[config.mk]
export PLATFORM = sky130hd
export DESIGN_NAME = spi_flash_pin_interface
export DESIGN_NICKNAME = d
export VERILOG_FILES = /design/src/spi_flash_pkg.sv /design/src/spi_flash_pin_interface.sv
export SDC_FILE = /design/constraint.sdc
export NUM_CORES = 1
export LEC_CHECK = 0
export BUFFER_PORTS_ARGS = -buffer_cell sky130_fd_sc_hd__buf_2
export CAP_MARGIN = 20
export CORE_ASPECT_RATIO = 0.75
export CORE_UTILIZATION = 40
export DETAILED_ROUTE_END_ITERATION = 16
export GPL_TIMING_DRIVEN = 0
export PLACE_DENSITY = 0.62
export SKIP_LAST_GASP = 1
export SYNTH_ARGS = -nofsm -noshare
export SYNTH_HDL_FRONTEND = slang
export SYNTH_SLANG_ARGS = --single-unit
[constraint.sdc]
create_clock -name clk -period 4.6 [get_ports clk]
set_input_delay 0.92 -clock clk [delete_from_list [all_inputs] [get_ports clk]]
set_output_delay 0.92 -clock clk [all_outputs]
set_load 0.005 [all_outputs]
[src/spi_flash_pkg.sv]
// Constants and types shared by the SPI flash pin front end
package spi_flash_pkg;

  // ==========================================================================
  // Register byte offsets on the AHB-Lite slave
  localparam logic [7:0] ADDR_FIRST_STATUS = 8'h00;
  localparam logic [7:0] ADDR_SECOND_STATUS = 8'h04;
  localparam logic [7:0] ADDR_LANE_CFG = 8'h08;
  localparam logic [7:0] ADDR_OP_BUSY = 8'h0c;
  localparam logic [7:0] ADDR_TX_DATA = 8'h10;
  localparam logic [7:0] ADDR_RX_DATA = 8'h14;
  localparam logic [7:0] ADDR_LINK_STATE = 8'h18;

  // ==========================================================================
  // Values after reset
  localparam logic [7:0] FIRST_STATUS_RESET = 8'h00;
  localparam logic [7:0] SECOND_STATUS_RESET = 8'h00;
  localparam logic [2:0] LANE_CFG_RESET = 3'h0;
  localparam logic [7:0] TX_DATA_RESET = 8'h00;

  // ==========================================================================
  // Field positions
  localparam int GUARD_LOWER_BIT = 7;
  localparam int GUARD_UPPER_BIT = 0;
  localparam int FOUR_LANE_BIT = 1;
  localparam int CFG_DIR_BIT = 2;
  localparam int REFUSED_BIT = 5;

  // Lane width field codes in the lane configuration register
  localparam logic [1:0] CFG_WIDTH_TWO = 2'h1;
  localparam logic [1:0] CFG_WIDTH_FOUR = 2'h2;

  // AHB-Lite transfer size for a whole word
  localparam logic [2:0] HSIZE_WORD = 3'h2;

  // Effective number of data lanes in use
  typedef enum logic [1:0] {width_one, width_two, width_four} lane_width_t;

endpackage

[src/spi_flash_pin_interface.sv]
// Pin front end of a serial NOR flash with AHB-Lite register access
`timescale 1ns/1ns
// Notes on behaviour
// - Select high: ignore inputs, outputs undriven
// - Deselected means standby unless operation busy
// - Select low enables device, active power mode
// - No instruction before first select falling edge
// - Input bits sampled on serial clock rise
// - Output bits change only after clock fall
// - Lane zero bidirectional in dual/quad
// - Lane one bidirectional in dual/quad
// - Hardware lock rejects status register writes
// - Hardware lock keeps protected array regions locked
// - Four-lane enable disables write-protect function
// - Write-protect pin becomes lane two in quad
// - Pause pin becomes lane three in quad
// - Pause stops link only, operations continue
// - Pause starts with select low, clock low
// - Pause ends on pin high, clock low
// - Paused: outputs undriven, clock and input ignored
// - Deselect while paused resets interface state
// - Modes 0 and 3 both supported; output here works in mode 3 only, first bit driven after the first clock fall
// - Quad only when four-lane enable set
module spi_flash_pin_interface (
  input wire logic clk,
  input wire logic rst,
  input wire logic hsel,
  input wire logic [31:0] haddr,
  input wire logic [1:0] htrans,
  input wire logic hwrite,
  input wire logic [2:0] hsize,
  input wire logic [31:0] hwdata,
  input wire logic hready,
  output logic hreadyout,
  output logic [31:0] hrdata,
  output logic hresp,
  input wire logic cs_n,
  input wire logic sclk,
  input wire logic lane_zero_in,
  output logic lane_zero_out,
  output logic lane_zero_oe,
  input wire logic lane_one_in,
  output logic lane_one_out,
  output logic lane_one_oe,
  input wire logic lane_two_in,
  output logic lane_two_out,
  output logic lane_two_oe,
  input wire logic lane_three_in,
  output logic lane_three_out,
  output logic lane_three_oe
);

  // ==========================================================================
  // Declarations
  logic [5:0] pin_meta, pin_sync;
  logic [3:0] lanes_s, lane_out_q, lane_oe_q;
  logic sclk_s, cs_s, sclk_last, cs_last, sclk_rise, sclk_fall, cs_fall;
  logic four_lane_enable, hw_lock, op_busy, dir_out;
  logic armed, selected, paused, shift_en, hold_low, byte_end, write_refused;
  logic [7:0] first_status_reg, second_status_reg, tx_data, rx_shift, next_rx, rx_data;
  logic [7:0] rx_count, tx_shift, tx_cur, tx_count, addr_q;
  logic [2:0] lane_cfg, step, bit_cnt;
  logic ahb_take, wr_pend, rd_pend, wr_first, wr_second;
  logic [31:0] read_mux;
  spi_flash_pkg::lane_width_t width;

  // ==========================================================================
  // Pin synchronisers and edge detection
  // Two flops on every pin; only the second stage feeds logic
  always_ff @(posedge clk) begin
    if (rst) begin
      pin_meta <= 6'h3f;
      pin_sync <= 6'h3f;
    end else begin
      pin_meta <= {cs_n, sclk, lane_three_in, lane_two_in, lane_one_in, lane_zero_in};
      pin_sync <= pin_meta;
    end
  end
  assign lanes_s = pin_sync[3:0];
  assign sclk_s = pin_sync[4];
  assign cs_s = pin_sync[5];
  // Previous sampled levels for edge finding
  always_ff @(posedge clk) begin
    if (rst) begin
      sclk_last <= 1'b1;
      cs_last <= 1'b1;
    end else begin
      sclk_last <= sclk_s;
      cs_last <= cs_s;
    end
  end
  // Edges are seen the same way whether the clock idles low or high
  assign sclk_rise = sclk_s & ~sclk_last;
  assign sclk_fall = ~sclk_s & sclk_last;
  assign cs_fall = ~cs_s & cs_last;

  // ==========================================================================
  // Protection and lane width decode
  assign four_lane_enable = second_status_reg[spi_flash_pkg::FOUR_LANE_BIT];
  // Lock needs pin low, upper guard clear, lower guard set, four-lane off
  assign hw_lock = ~four_lane_enable & ~lanes_s[2]
    & ~second_status_reg[spi_flash_pkg::GUARD_UPPER_BIT]
    & first_status_reg[spi_flash_pkg::GUARD_LOWER_BIT];
  assign dir_out = lane_cfg[spi_flash_pkg::CFG_DIR_BIT];
  // Quad request falls back to one lane unless four-lane enable is set
  always_comb begin
    width = spi_flash_pkg::width_one;
    step = 3'h1;
    if (lane_cfg[1:0] == spi_flash_pkg::CFG_WIDTH_FOUR && four_lane_enable) begin
      width = spi_flash_pkg::width_four;
      step = 3'h4;
    end else if (lane_cfg[1:0] == spi_flash_pkg::CFG_WIDTH_TWO) begin
      width = spi_flash_pkg::width_two;
      step = 3'h2;
    end
  end

  // ==========================================================================
  // Select, arming and pause
  // Nothing is accepted until select has fallen once after reset
  always_ff @(posedge clk) begin
    if (rst) begin
      armed <= 1'b0;
    end else if (cs_fall) begin
      armed <= 1'b1;
    end
  end
  // Selected follows select low once armed
  always_ff @(posedge clk) begin
    if (rst) begin
      selected <= 1'b0;
    end else begin
      selected <= (armed | cs_fall) & ~cs_s;
    end
  end
  // Pause pin only acts as pause outside quad width
  assign hold_low = ~lanes_s[3] & (width != spi_flash_pkg::width_four);
  // Pause state moves only while the clock is low; deselect drops it
  always_ff @(posedge clk) begin
    if (rst) begin
      paused <= 1'b0;
    end else if (!selected) begin
      paused <= 1'b0;
    end else if (!sclk_s) begin
      paused <= hold_low;
    end
  end
  assign shift_en = selected & ~paused;

  // ==========================================================================
  // Bit counter, kept across a pause and cleared on deselect
  assign byte_end = (3'(bit_cnt + step) == 3'h0);

  always_ff @(posedge clk) begin
    if (rst || !selected) begin
      bit_cnt <= 3'h0;
    end else if (shift_en && (dir_out ? sclk_fall : sclk_rise)) begin
      bit_cnt <= 3'(bit_cnt + step);
    end
  end

  // ==========================================================================
  // Receive path: lanes sampled on serial clock rise
  always_comb begin
    unique case (width)
      spi_flash_pkg::width_one: next_rx = {rx_shift[6:0], lanes_s[0]};
      spi_flash_pkg::width_two: next_rx = {rx_shift[5:0], lanes_s[1:0]};
      spi_flash_pkg::width_four: next_rx = {rx_shift[3:0], lanes_s};
    endcase
  end

  always_ff @(posedge clk) begin
    if (rst) begin
      rx_shift <= 8'h00;
      rx_data <= 8'h00;
      rx_count <= 8'h00;
    end else if (shift_en && !dir_out && sclk_rise) begin
      rx_shift <= next_rx;
      if (byte_end) begin
        rx_data <= next_rx;
        rx_count <= 8'(rx_count + 8'h01);
      end
    end
  end

  // ==========================================================================
  // Transmit path: new bits put out only after serial clock fall
  assign tx_cur = (bit_cnt == 3'h0) ? tx_data : tx_shift;

  always_ff @(posedge clk) begin
    if (rst) begin
      tx_shift <= 8'h00;
      tx_count <= 8'h00;
      lane_out_q <= 4'h0;
    end else if (shift_en && dir_out && sclk_fall) begin
      tx_shift <= 8'(tx_cur << step);
      if (byte_end) begin
        tx_count <= 8'(tx_count + 8'h01);
      end
      unique case (width)
        spi_flash_pkg::width_one: lane_out_q <= {2'b00, tx_cur[7], 1'b0};
        spi_flash_pkg::width_two: lane_out_q <= {2'b00, tx_cur[7:6]};
        spi_flash_pkg::width_four: lane_out_q <= tx_cur[7:4];
      endcase
    end
  end

  // Lane drivers: off when deselected, paused or receiving
  always_ff @(posedge clk) begin
    if (rst || !shift_en || !dir_out) begin
      lane_oe_q <= 4'h0;
    end else begin
      unique case (width)
        spi_flash_pkg::width_one: lane_oe_q <= 4'b0010;
        spi_flash_pkg::width_two: lane_oe_q <= 4'b0011;
        spi_flash_pkg::width_four: lane_oe_q <= 4'b1111;
      endcase
    end
  end

  assign lane_zero_out = lane_out_q[0];
  assign lane_one_out = lane_out_q[1];
  assign lane_two_out = lane_out_q[2];
  assign lane_three_out = lane_out_q[3];
  assign lane_zero_oe = lane_oe_q[0];
  assign lane_one_oe = lane_oe_q[1];
  assign lane_two_oe = lane_oe_q[2];
  assign lane_three_oe = lane_oe_q[3];

  // ==========================================================================
  // AHB-Lite slave: zero-wait writes, one wait state on reads
  assign ahb_take = hsel & hready & htrans[1] & (hsize == spi_flash_pkg::HSIZE_WORD);

  always_ff @(posedge clk) begin
    if (rst) begin
      wr_pend <= 1'b0;
      rd_pend <= 1'b0;
      addr_q <= 8'h00;
      hreadyout <= 1'b1;
      hrdata <= 32'h0000_0000;
      hresp <= 1'b0;
    end else begin
      wr_pend <= ahb_take & hwrite;
      rd_pend <= ahb_take & ~hwrite;
      hreadyout <= ~(ahb_take & ~hwrite);
      hresp <= 1'b0;
      if (ahb_take) begin
        addr_q <= haddr[7:0];
      end
      if (rd_pend) begin
        hrdata <= read_mux;
      end
    end
  end

  // Read data; unmapped offsets read as zero
  always_comb begin
    unique case (addr_q)
      spi_flash_pkg::ADDR_FIRST_STATUS: read_mux = {24'h0, first_status_reg};
      spi_flash_pkg::ADDR_SECOND_STATUS: read_mux = {24'h0, second_status_reg};
      spi_flash_pkg::ADDR_LANE_CFG: read_mux = {29'h0, lane_cfg};
      spi_flash_pkg::ADDR_OP_BUSY: read_mux = {31'h0, op_busy};
      spi_flash_pkg::ADDR_TX_DATA: read_mux = {24'h0, tx_data};
      spi_flash_pkg::ADDR_RX_DATA: read_mux = {24'h0, rx_data};
      // Standby while deselected and idle; lock flag guards array regions
      spi_flash_pkg::ADDR_LINK_STATE: read_mux = {8'h0, tx_count, rx_count, 2'b00,
        write_refused, hw_lock, armed, paused, ~selected & ~op_busy, selected};
      default: read_mux = 32'h0000_0000;
    endcase
  end
  assign wr_first = wr_pend & (addr_q == spi_flash_pkg::ADDR_FIRST_STATUS);
  assign wr_second = wr_pend & (addr_q == spi_flash_pkg::ADDR_SECOND_STATUS);

  // Status registers; writes dropped while the hardware lock holds
  always_ff @(posedge clk) begin
    if (rst) begin
      first_status_reg <= spi_flash_pkg::FIRST_STATUS_RESET;
      second_status_reg <= spi_flash_pkg::SECOND_STATUS_RESET;
    end else if (!hw_lock) begin
      if (wr_first) begin
        first_status_reg <= hwdata[7:0];
      end
      if (wr_second) begin
        second_status_reg <= hwdata[7:0];
      end
    end
  end

  // Control registers; busy flag is untouched by select or pause
  always_ff @(posedge clk) begin
    if (rst) begin
      lane_cfg <= spi_flash_pkg::LANE_CFG_RESET;
      op_busy <= 1'b0;
      tx_data <= spi_flash_pkg::TX_DATA_RESET;
    end else if (wr_pend) begin
      if (addr_q == spi_flash_pkg::ADDR_LANE_CFG) begin
        lane_cfg <= hwdata[2:0];
      end
      if (addr_q == spi_flash_pkg::ADDR_OP_BUSY) begin
        op_busy <= hwdata[0];
      end
      if (addr_q == spi_flash_pkg::ADDR_TX_DATA) begin
        tx_data <= hwdata[7:0];
      end
    end
  end

  // Sticky refusal flag; a new refusal wins over a write-one clear
  always_ff @(posedge clk) begin
    if (rst) begin
      write_refused <= 1'b0;
    end else begin
      write_refused <= ((wr_first | wr_second) & hw_lock) | (write_refused &
        ~(wr_pend & (addr_q == spi_flash_pkg::ADDR_LINK_STATE)
        & hwdata[spi_flash_pkg::REFUSED_BIT]));
    end
  end

  // ==========================================================================
  // Assertions
  property p_desel_hiz;
    @(posedge clk) disable iff (rst) !selected |=> lane_oe_q == 4'h0;
  endproperty
  a_desel_hiz: assert property (p_desel_hiz) else $error("Lanes driven while deselected");
  property p_arm_first;
    @(posedge clk) disable iff (rst) !armed |-> !selected;
  endproperty
  a_arm_first: assert property (p_arm_first) else $error("Selected before select fell");
  property p_select;
    @(posedge clk) disable iff (rst) (!cs_s && (armed || cs_fall)) |=> selected;
  endproperty
  a_select: assert property (p_select) else $error("Select low did not enable");
  property p_rx_on_rise;
    @(posedge clk) disable iff (rst) $changed(rx_shift) |-> $past(sclk_rise) && $past(shift_en);
  endproperty
  a_rx_on_rise: assert property (p_rx_on_rise) else $error("Input sampled off rising edge");
  property p_tx_on_fall;
    @(posedge clk) disable iff (rst) $changed(lane_out_q) |-> $past(sclk_fall);
  endproperty
  a_tx_on_fall: assert property (p_tx_on_fall) else $error("Output changed off falling edge");
  property p_lock_write;
    @(posedge clk) disable iff (rst) (wr_first && hw_lock) |=> $stable(first_status_reg);
  endproperty
  a_lock_write: assert property (p_lock_write) else $error("Locked status write accepted");
  property p_four_lane_wp;
    @(posedge clk) disable iff (rst) four_lane_enable |-> !hw_lock;
  endproperty
  a_four_lane_wp: assert property (p_four_lane_wp) else $error("Lock active with four lanes");
  property p_pause_clk_low;
    @(posedge clk) disable iff (rst) ($changed(paused) && $past(selected)) |-> $past(!sclk_s);
  endproperty
  a_pause_clk_low: assert property (p_pause_clk_low) else $error("Pause moved with clock high");
  // Deselect while paused clears the counter, so only a held select counts here
  property p_pause_hiz;
    @(posedge clk) disable iff (rst) (paused && selected)
      |=> lane_oe_q == 4'h0 && $stable(bit_cnt);
  endproperty
  a_pause_hiz: assert property (p_pause_hiz) else $error("Paused link not frozen");
  property p_desel_clear;
    @(posedge clk) disable iff (rst) (paused && !selected) |=> bit_cnt == 3'h0 && !paused;
  endproperty
  a_desel_clear: assert property (p_desel_clear) else $error("Deselect kept link state");
  property p_quad_gate;
    @(posedge clk) disable iff (rst) !four_lane_enable |-> width != spi_flash_pkg::width_four;
  endproperty
  a_quad_gate: assert property (p_quad_gate) else $error("Quad width without enable");

endmodule

# ---- Word level (Yosys, flattened, before mapping)
# Index checks and enable logic that the tools add are counted.
# W data, S select, Z words.
dict set report op_classes {
  add_sub_neg 3
  eq_ne 12
  shift 1
  muxes 10
  n_bitwise 38
  reduce_logical 24
}
# operator n
set op_table {}
lappend op_table {{$pmux W24 S7} 1}
lappend op_table {{$eq A8 B5 Y1 const B} 3}
lappend op_table {{$pmux W4 S3} 2}
lappend op_table {{$pmux W8 S3} 1}
lappend op_table {{$and A1 B1 Y1} 21}
lappend op_table {{$add A8 B1 Y8 const B} 2}
lappend op_table {{$eq A8 B4 Y1 const B} 2}
lappend op_table {{$not A1 Y1} 14}
lappend op_table {{$reduce_and A2 Y1} 7}
lappend op_table {{$eq A8 B3 Y1 const B} 1}
lappend op_table {{$logic_not A8 Y1} 1}
lappend op_table {{$mux W8} 1}
lappend op_table {{$shl A8 B3 Y8} 1}
lappend op_table {{$logic_and A1 B1 Y1} 6}
lappend op_table {{$logic_not A3 Y1} 2}
lappend op_table {{$eq A2 B1 Y1 const B} 2}
lappend op_table {{$eq A2 B2 Y1 const B} 2}
lappend op_table {{$mux W2} 2}
lappend op_table {{$add A3 B3 Y3} 1}
lappend op_table {{$eq A3 B2 Y1 const B} 1}
lappend op_table {{$logic_not A1 Y1} 3}
lappend op_table {{$logic_or A1 B1 Y1} 3}
lappend op_table {{$mux W3} 1}
lappend op_table {{$or A1 B1 Y1} 3}
lappend op_table {{4 further kinds} 5}
dict set report totals {
  reg_bits 139
  in_bits 80
  output_inout_bits 42
}

# ---- Longest topological paths before layout
# Gate-level depths: netlist of run 1.
dict set report logic_depth {
  depth_word 6
  depth_mapped 13
  ltp_nobuf 11
}

# ---- Least setup slack after synthesis of run 1
# Ideal clock, no wire load.
dict set report synth_timing {
  path_type {register -> register}
  start {register lane_cfg[0]}
  end {register rx_count[5]}
  setup_ns 0.071
  arrival_time_ns 2.890
  slack_ns 1.640
  path_stages_with_launch 13
  period_less_slack_ns 2.960
  cell_sequence {dfxtp_1 > nor2b_1 > inv_1 > nand2_1 > inv_1 > ha_1 > inv_1 > fa_1 > xnor3_1 > or3_1 > clkbuf_1 > or4_1 > a21oi_1}
}
dict set report synth_via {
  elab_chain_len 6
  word_cells_on_any_way 8
  classes_between {1 x add/sub; 2 x eq/ne; 2 x mux; 3 x reduce/logical}
}
# item line_no
set synth_lines {}
lappend synth_lines {{start: declaration} spi_flash_pin_interface.sv:62} ;# logic [2:0] lane_cfg, step, bit_cnt;
lappend synth_lines {{start signal: assignment} spi_flash_pin_interface.sv:292} ;# lane_cfg <= spi_flash_pkg::LANE_CFG_RESET;
lappend synth_lines {{start signal: assignment} spi_flash_pin_interface.sv:297} ;# lane_cfg <= hwdata[2:0];
lappend synth_lines {{$eq A2 B1 Y1 or $eq A2 B2 Y1 (tied branches)} {spi_flash_pin_interface.sv:112, spi_flash_pin_interface.sv:109}}
lappend synth_lines {{$mux W2 or $logic_and A1 B1 Y1 (tied branches)} {spi_flash_pin_interface.sv:112, spi_flash_pin_interface.sv:109}}
lappend synth_lines {{$mux W3 *} spi_flash_pin_interface.sv:109} ;# if (lane_cfg[1:0] == spi_flash_pkg::CFG_WIDTH_FOUR && four_lane_enable) begin
lappend synth_lines {{$add A3 B3 Y3 *} spi_flash_pin_interface.sv:152} ;# assign byte_end = (3'(bit_cnt + step) == 3'h0);
lappend synth_lines {{$logic_not A3 Y1 *} spi_flash_pin_interface.sv:152}
lappend synth_lines {{$reduce_and A2 Y1 (no source line) *} --}
lappend synth_lines {{end signal: assignment} spi_flash_pin_interface.sv:181} ;# rx_count <= 8'(rx_count + 8'h01);
lappend synth_lines {{end: declaration} spi_flash_pin_interface.sv:61} ;# logic [7:0] rx_count, tx_shift, tx_cur, tx_count, addr_q;
# Mark *: on every way between the ends. The rest lies on a longest branch, timed or not.
# A chain may end at the register's enable or synchronous reset.

# ---- Worst setup path in the final report of run 1
dict set report layout_timing {
  start {register lane_cfg[1]}
  end {register rx_count[1]}
}
# The elaborated chain is that of the path after synthesis.

==> results summary, run 1 <==
The number of enable flip-flop cells after synthesis is 0. The clock tree from TritonCTS is built. The sequential element share of the synthesized area is 46.9%. The most used flip-flop cell after synthesis is sky130_fd_sc_hd__dfxtp_1. In this run, synthesis produced a sequential element count of 130. The number of placement rows came out at 36. The worst setup skew after layout is 4.39 ps. The post-detailed-route via-to-cell ratio is 5.31. The register with the most flip-flops in the layout has 24 of them.

The count of hold-fix buffers inserted at cts came out at 0. The warning count from the yosys run came out at 0. Summed over all layers, the routed wires come to 15200 um.

The slowest stage of the critical path is the sky130_fd_sc_hd__nor3_2 cell. The count of cells in the finished layout, fillers not included, comes to 908. STA classifies the critical path endpoint as a flop. The share of layout cells above drive strength 1 came out at 17.8%.

The half-perimeter wire length of the detailed placement result came out at 11200 um. The final critical-path share of the clock period is 80.9%. The routed length per instance is 16.7 um. Among cell families on the critical path, the largest total delay comes from simple AND/OR/NAND/NOR gates. The upper clock frequency limit came out at 0.269 GHz. The number of antenna cells inserted came out at 0.

The min-delay analysis places its worst path in the category reg -> reg. The area growth from synthesis to final layout is 21.6%. The initial antenna violation count came out at 0. The total of max-cap violations came out at 0. The dominant cell type by count on the critical path is sky130_fd_sc_hd__inv_1.

The number of setup violations in the final report came out at 0. The number of antenna-violating nets in the routed design is 0. Leaving out fill and tap cells, the most frequent cell in the layout is sky130_fd_sc_hd__dfxtp_1. In this run the worst path has a maximum fanout of 10. Global routing consumed, over all layers together, 21.5% of the routing resources.

The count of boundary I/O pins is 122. The total iterations of the first detailed-routing run is 5. The number of library cell types mapped by synthesis is 51.

The largest buffer count on any clock path came out at 2. The latest clock arrival within the worst-skew pair came out at 420 ps. The placeable core area is 13200 um^2. The post-CTS setup repair buffer count came out at 0.

The nature of the critical path startpoint is a flop. After synthesis, the share of flip-flops with an asynchronous set or reset is 0%. The number of fill cells in the layout is 1264. The worst slew slack as a fraction of its limit came out at 43.6%.

The first global-routing pass estimated 24100 um of wire. The number of hold violations in the final report is 0. The cell total after placement came out at 876. The via count of the first global-routing pass is 4570. The largest single stage delay on the critical path is 650 ps. Counting every sink on the clock net gives 130.

The depth of the CTS H-tree came out at 4. The count of input and output buffers is 63. In the routed design, unresolved DRC markers number 0. Once the floorplan was initialized, standard cells occupied 41.9% of the core. The post-synthesis area per instance came out at 8.77 um^2. The clock edge transition at the registers on the reported setup and hold paths came out at 60 ps. The congestion estimate from routability-driven global placement came to 0.870. The time the final worst path needs with I/O delays and setup came out at 3720 ps.

In this run the cell area of the synthesized design comes to 5550 um^2. The reported leakage power is 2.80 nW. The critical path contains buffers and inverters numbering 4 combined. The arrival time reported for the critical path endpoint came out at 4000 ps. The type of the setup path with the least slack is reg -> reg. Entering global routing, the biggest net connects 17 pins.

The count of vias placed by the detailed router is 4821. Adding up every negative setup slack in the final design gives 0 ps. The critical path goes through nor2b_1 -> inv_1 -> nand2_1 -> inv_1 -> ha_1 -> inv_1 -> fa_1 -> xnor3_1 -> clkbuf_1 -> nor3_2 -> mux2i_1 -> nor2_1.

The final number of max-transition violations came out at 0. Setup repair after global routing left no endpoint under its margin. The gate count after technology mapping is 633. The total global routing overflow is 0. The die extent in x came out at 138 um.

Once the clock tree was built, the resizer swapped 0 gates to a different size. The endpoint required time on the critical path came out at 4880 ps. The net count of the finished layout is 808. The root buffer cell chosen for the clock tree is sky130_fd_sc_hd__clkbuf_16. The worst-margin pin slew came out at 835 ps.

The DRC violation total after the first TritonRoute iteration came out at 346. The flow ran to the end, and the final reports show no timing, DRC or antenna violations. The die outline area came out at 14400 um^2. The chip height came out at 104 um.

In the layout the commonest cells are 130 x sky130_fd_sc_hd__dfxtp_1, 110 x sky130_fd_sc_hd__nor2_1, 64 x sky130_fd_sc_hd__buf_2, 50 x sky130_fd_sc_hd__mux2i_1, 42 x sky130_fd_sc_hd__a21oi_1. IR analysis of the VDD net gives a maximum drop of 261 uV. hrdata holds more flip-flops than any other register.

The total power divided by cell area is 391 nW/um^2. The number of CTS-inserted buffers is 17.
-- synth_stat cells, drive strengths merged, types with 4 or more instances --
cell type  instances  area share (%)
a211oi             4            0.54
a21oi             42             3.8
a22oi             11             1.5
and2               4            0.45
buf               14             1.8
clkbuf            34             2.3
dfxtp            130              47
inv               15             1.0
mux2i             50             9.0
nand2             39             2.6
nand2b             7            0.79
nand3             21             1.9
nand4              5            0.56
nor2             110             7.4
nor2b             20             2.3
nor3              24             2.3
nor4               6            0.68
o21ai             19             1.7
or2               14             1.6
or3                5            0.56
xnor2             10             1.6
-- logic make-up (layout without fill, tap and decap cells) --
group / count (synthesis) / in the layout / synth area share [%]
and+or+nand+nor: 274 / 274 / 24.0
DFF: 130 / 130 / 46.9
AOI/OAI and AO/OA: 95 / 95 / 10.3
buffers and inverters: 63 / 159 / 5.07
muxes: 55 / 55 / 10.6
xor gates and xnor gates: 11 / 11 / 1.98
adders and majority gates: 4 / 4 / 1.04
other: 1 / 9 / 0.0675
-- metal layers --
metal / track usage (%) / vias up / share of wire (%)
met4: 7.69 / 0 / 1.2
met3: 4.97 / 15 / 5.7
met1: 30.1 / 2299 / 50
met5: 0 / - / 0
met2: 32.1 / 156 / 43
li1: - / 2351 / -
-- cell type report --
type / count / area (um^2) / share of cell area (%)
Timing Repair Buffer: 64 / 320 / 4.74
Tap cell: 171 / 214 / 3.17
Clock buffer: 19 / 453 / 6.71
Inverter: 15 / 56.3 / 0.834
Multi-Input combinational cell: 448 / 2700 / 40.0
Buffer: 48 / 225 / 3.33
Clock inverter: 13 / 183 / 2.70
Sequential cell: 130 / 2600 / 38.5
-- stage by stage --
step	setup WS (ps)	hold slack (ps)	power [mW]	area [um^2]	utilization [%]
floorplan	1640	389	1.19	5580	-
global placement	950	392	1.22	6110	46.2
global route	627	423	2.72	6750	51.0
CTS	923	409	2.66	6750	51.0
finish	879	406	2.64	6750	51.0
detailed placement	946	395	1.22	6120	46.2
-- power breakdown --
part	switching, mW	internal, mW
clock	0.508	0.934
combinational	0.0394	0.0246
sequential	0.00377	1.13
-- worst paths after layout --
kind,from,endpoint,slack [ps],cells after the start
hold / removal,pin_meta[5],pin_sync[5],410,1
setup reg to reg,lane_cfg[1],rx_count[1],880,12
hold reg to reg,pin_meta[5],pin_sync[5],410,1
setup / recovery,lane_cfg[1],rx_count[1],880,12
(Power assumes the default switching activity.)
==> run 2, diff against run 1 <==
--- a/config.mk
+++ b/config.mk
@@ -11,7 +11,7 @@
 export CORE_UTILIZATION = 40
 export DETAILED_ROUTE_END_ITERATION = 16
 export GPL_TIMING_DRIVEN = 0
-export PLACE_DENSITY = 0.62
+export PLACE_DENSITY = 0.64
 export SKIP_LAST_GASP = 1
 export SYNTH_ARGS = -nofsm -noshare
 export SYNTH_HDL_FRONTEND = slang
==> constraint.sdc (replaced) <==
create_clock -name clk -period 3.25 [get_ports clk]
set_input_delay 0.65 -clock clk [delete_from_list [all_inputs] [get_ports clk]]
set_output_delay 0.65 -clock clk [all_outputs]
set_load 0.005 [all_outputs]
==> run 2 against run 1 <==
Compared with the run above:
- utilization grew 0.10 points
- first-iteration DRC count is 7.8% lower
- sequential share of layout area is 0.060 points lower
- critical endpoint is now rx_count[5]
- largest power group unchanged
==> results summary, run 2 (synthesis results as in run 1) <==
The time the final worst path needs with I/O delays and setup came to 3070 ps (-655 ps). The worst slew slack as a fraction of its limit came to 43.9% (+0.33 points). The latest clock arrival within the worst-skew pair came out at 420 ps (about the same). The half-perimeter wire length of the detailed placement result is 11300 um (+1.1%). The total global routing overflow came out at 0 (unchanged). Traced cell by cell, the critical path runs through nor2b_1 -> inv_2 -> nand2_4 -> inv_4 -> ha_1 -> inv_1 -> fa_1 -> xnor3_1 -> or3_1 -> clkbuf_1 -> or4_1 -> a21oi_1. The placeable core area is 13200 um^2 (unchanged).

The switching share of power came out at 21.3% (+0.44 points). The worst-margin pin slew is 837 ps (+1.81 ps). The die outline area is 14400 um^2 (unchanged).

The arrival time reported for the critical path endpoint is 3410 ps (-590 ps). Setup repair after global routing left no endpoint under its margin. The reg-to-reg setup timing slack came out at 180 ps (-700 ps). The setup TNS is 0 ps (unchanged). The count of input and output buffers is 63 (unchanged). The number of setup violations in the final report is 0 (unchanged). The final critical-path share of the clock period came out at 94.4% (+13 points). The count of boundary I/O pins came out at 122 (unchanged).

The library cell used most frequently in the layout, excluding fill and tap cells, is sky130_fd_sc_hd__dfxtp_1. The number of hold violations in the final report is 0 (unchanged). The path class of the tightest hold or removal check is reg -> reg. The reported leakage power is 2.80 nW (+0.14%). The clock edge transition at the registers on the reported setup and hold paths is 60 ps (about the same). The total detailed-routing wirelength was 15300 um (+0.69%). TritonCTS built the clock tree. The final number of max-transition violations is 0 (unchanged). STA classifies the critical path endpoint as a flop. The number of antenna-violating nets in the routed design is 0 (unchanged).

The largest buffer count on any clock path came out at 2 (unchanged). The count of hold-fix buffers inserted at cts came out at 0 (unchanged). The worst setup skew after layout came out at 7.59 ps (+3.21 ps).

The via count of the first global-routing pass is 4651 (+1.8%). The cell-internal power is 2.80 mW (+34%). The wire length of the first global-routing pass is 24900 um (+3.3%). The overall track demand over capacity in global routing is 22.2% (+0.76 points). The chip height came out at 104 um (unchanged). The switching power summed over all nets is 0.756 mW (+37%).

The placer congestion estimate is 0.853 (-2.0%). The DRC violation count after routing came out at 0 (unchanged). The starting density of the core is 41.9% (unchanged). The die extent in x came out at 138 um (unchanged). The stage delay of the slowest cell on the critical path came out at 520 ps (-130 ps). The cell total after placement is 876 (unchanged). The total power divided by cell area came out at 525 nW/um^2 (+34%). The post-detailed-route via-to-cell ratio is 5.37 (+1.1%).

The flip-flop count of the largest register after layout is 24 (unchanged). The number of CTS-inserted buffers came out at 17 (unchanged). The largest net degree at the start of global routing came out at 17 (unchanged). The total iterations of the first detailed-routing run came out at 5 (unchanged).

The fraction of power consumed by the clock network is 52.1% (-2.5 points). The number of placement rows came to 36 (unchanged). The CTS sink count came out at 130 (unchanged).

The number of standard cells in the layout, taps in and fillers out is 913 (+0.55%). The maximum resistive drop on vdd came out at 380 uV (+45%). STA classifies the critical path startpoint as a flop. The proportion of power drawn by flip-flops and latches came to 45.3% (+2.3 points). The count of vias placed by the detailed router came to 4899 (+1.6%).

The depth of the CTS H-tree came out at 4 (unchanged). The final setup slack of the worst path is 183 ps (-695 ps). The initial antenna violation count came to 0 (unchanged). The maximum fanout encountered on the critical timing path came out at 8 (-2).

The number of fill cells in the layout was 1210 (-4.3%). The flow ran to the end, and the final reports show no timing, DRC or antenna violations. The area growth from synthesis to final layout came out at 21.9%.

The final core utilization is 51.1% (+0.10 points). The routed length per instance came to 16.7 um (+0.14%). The DRC violation total after the first TritonRoute iteration is 319 (-7.8%). The upper clock frequency limit came out at 0.326 GHz (+21%). The type of the setup path with the least slack is reg -> reg. CTS placed an instance of sky130_fd_sc_hd__clkbuf_16 at the clock tree root. The endpoint required time on the critical path came out at 3590 ps (-1290 ps).

For this design, the slowest cell found on the critical path is sky130_fd_sc_hd__or4_1. The total power is 3.55 mW (+34%). The share of layout cells above drive strength 1 was 18.7% (+0.96 points). Counting flops per register, the top entry is hrdata. The worst slack at placement came out at -502 ps (-1450 ps).

The number of antenna cells inserted is 0 (unchanged). The total of max-cap violations came out at 0 (unchanged). The combinational share of power came out at 2.6% (+0.2 points). The top cell types in the final layout, fill and taps aside, are 129 x sky130_fd_sc_hd__dfxtp_1, 110 x sky130_fd_sc_hd__nor2_1, 64 x sky130_fd_sc_hd__buf_2, 50 x sky130_fd_sc_hd__mux2i_1, 42 x sky130_fd_sc_hd__a21oi_1. The number of nets in the layout came out at 814 (+0.74%).
## run 2: final cells by class
| type | instances | area [um^2] | area share, % |
|---|---|---|---|
| flip-flops and latches | 130 | 2600 | 38.5 |
| clock inverters | 10 | 110 | 1.63 |
| clock buffers | 21 | 460 | 6.80 |
| multi-input cells | 448 | 2710 | 40.1 |
| repair buffers | 70 | 378 | 5.58 |
| well taps | 171 | 214 | 3.16 |
| inverters | 15 | 58.8 | 0.869 |
| plain buffers | 48 | 229 | 3.38 |
## run 2: power groups by stage
| stage | Sequential, mW | Clock (mW) | Combinational [mW] |
|---|---|---|---|
| final | 1.61 | 1.85 | 0.0907 |
| after global routing | 1.61 | 1.96 | 0.100 |
| after CTS | 1.61 | 1.89 | 0.0905 |
| after detailed placement | 1.64 | 0 | 0.0904 |
| after global placement | 1.64 | 0 | 0.0883 |
| after floorplan | 1.64 | 0 | 0.0482 |
## run 2: metrics by stage
| stage | hold WS (ps) | area [um^2] |
|---|---|---|
| floorplan | 389 | 5580 |
| global placement | 391 | 6110 |
| detailed placement | 394 | 6120 |
| CTS | 399 | 6700 |
| global route | 405 | 6770 |
| finish | 404 | 6770 |
## run 2: metal layers
metal  track usage [%]  share of wire (%)
met2              33.2                 44
met1              30.3                 48
met3              5.80                6.5
met4              9.42                1.9
met5                 0                  0
## run 2: timing repair
action	4_1_cts	5_1_grt
gates resized for setup	6	3
setup endpoints to repair	21	17
pin swaps	0	1
buffers inserted	0	6
## run 2: critical path, delay by kind of cell (launching register included)
family | cells | cell delay [ps]
XOR/XNOR | 1 | 360
buffers and inverters | 4 | 460
adder cells (fa/ha/maj) | 2 | 560
AND/OR/NAND/NOR | 4 | 1070
flip-flops | 1 | 390
AO/OA/AOI/OAI | 1 | 150
## run 2: final timing paths
check	startpoint	to	depth (start not counted)
max	lane_cfg[1]	rx_count[5]	12
min	pin_meta[0]	pin_sync[0]	1
max reg2reg	lane_cfg[1]	rx_count[5]	12
min reg2reg	pin_meta[0]	pin_sync[0]	1
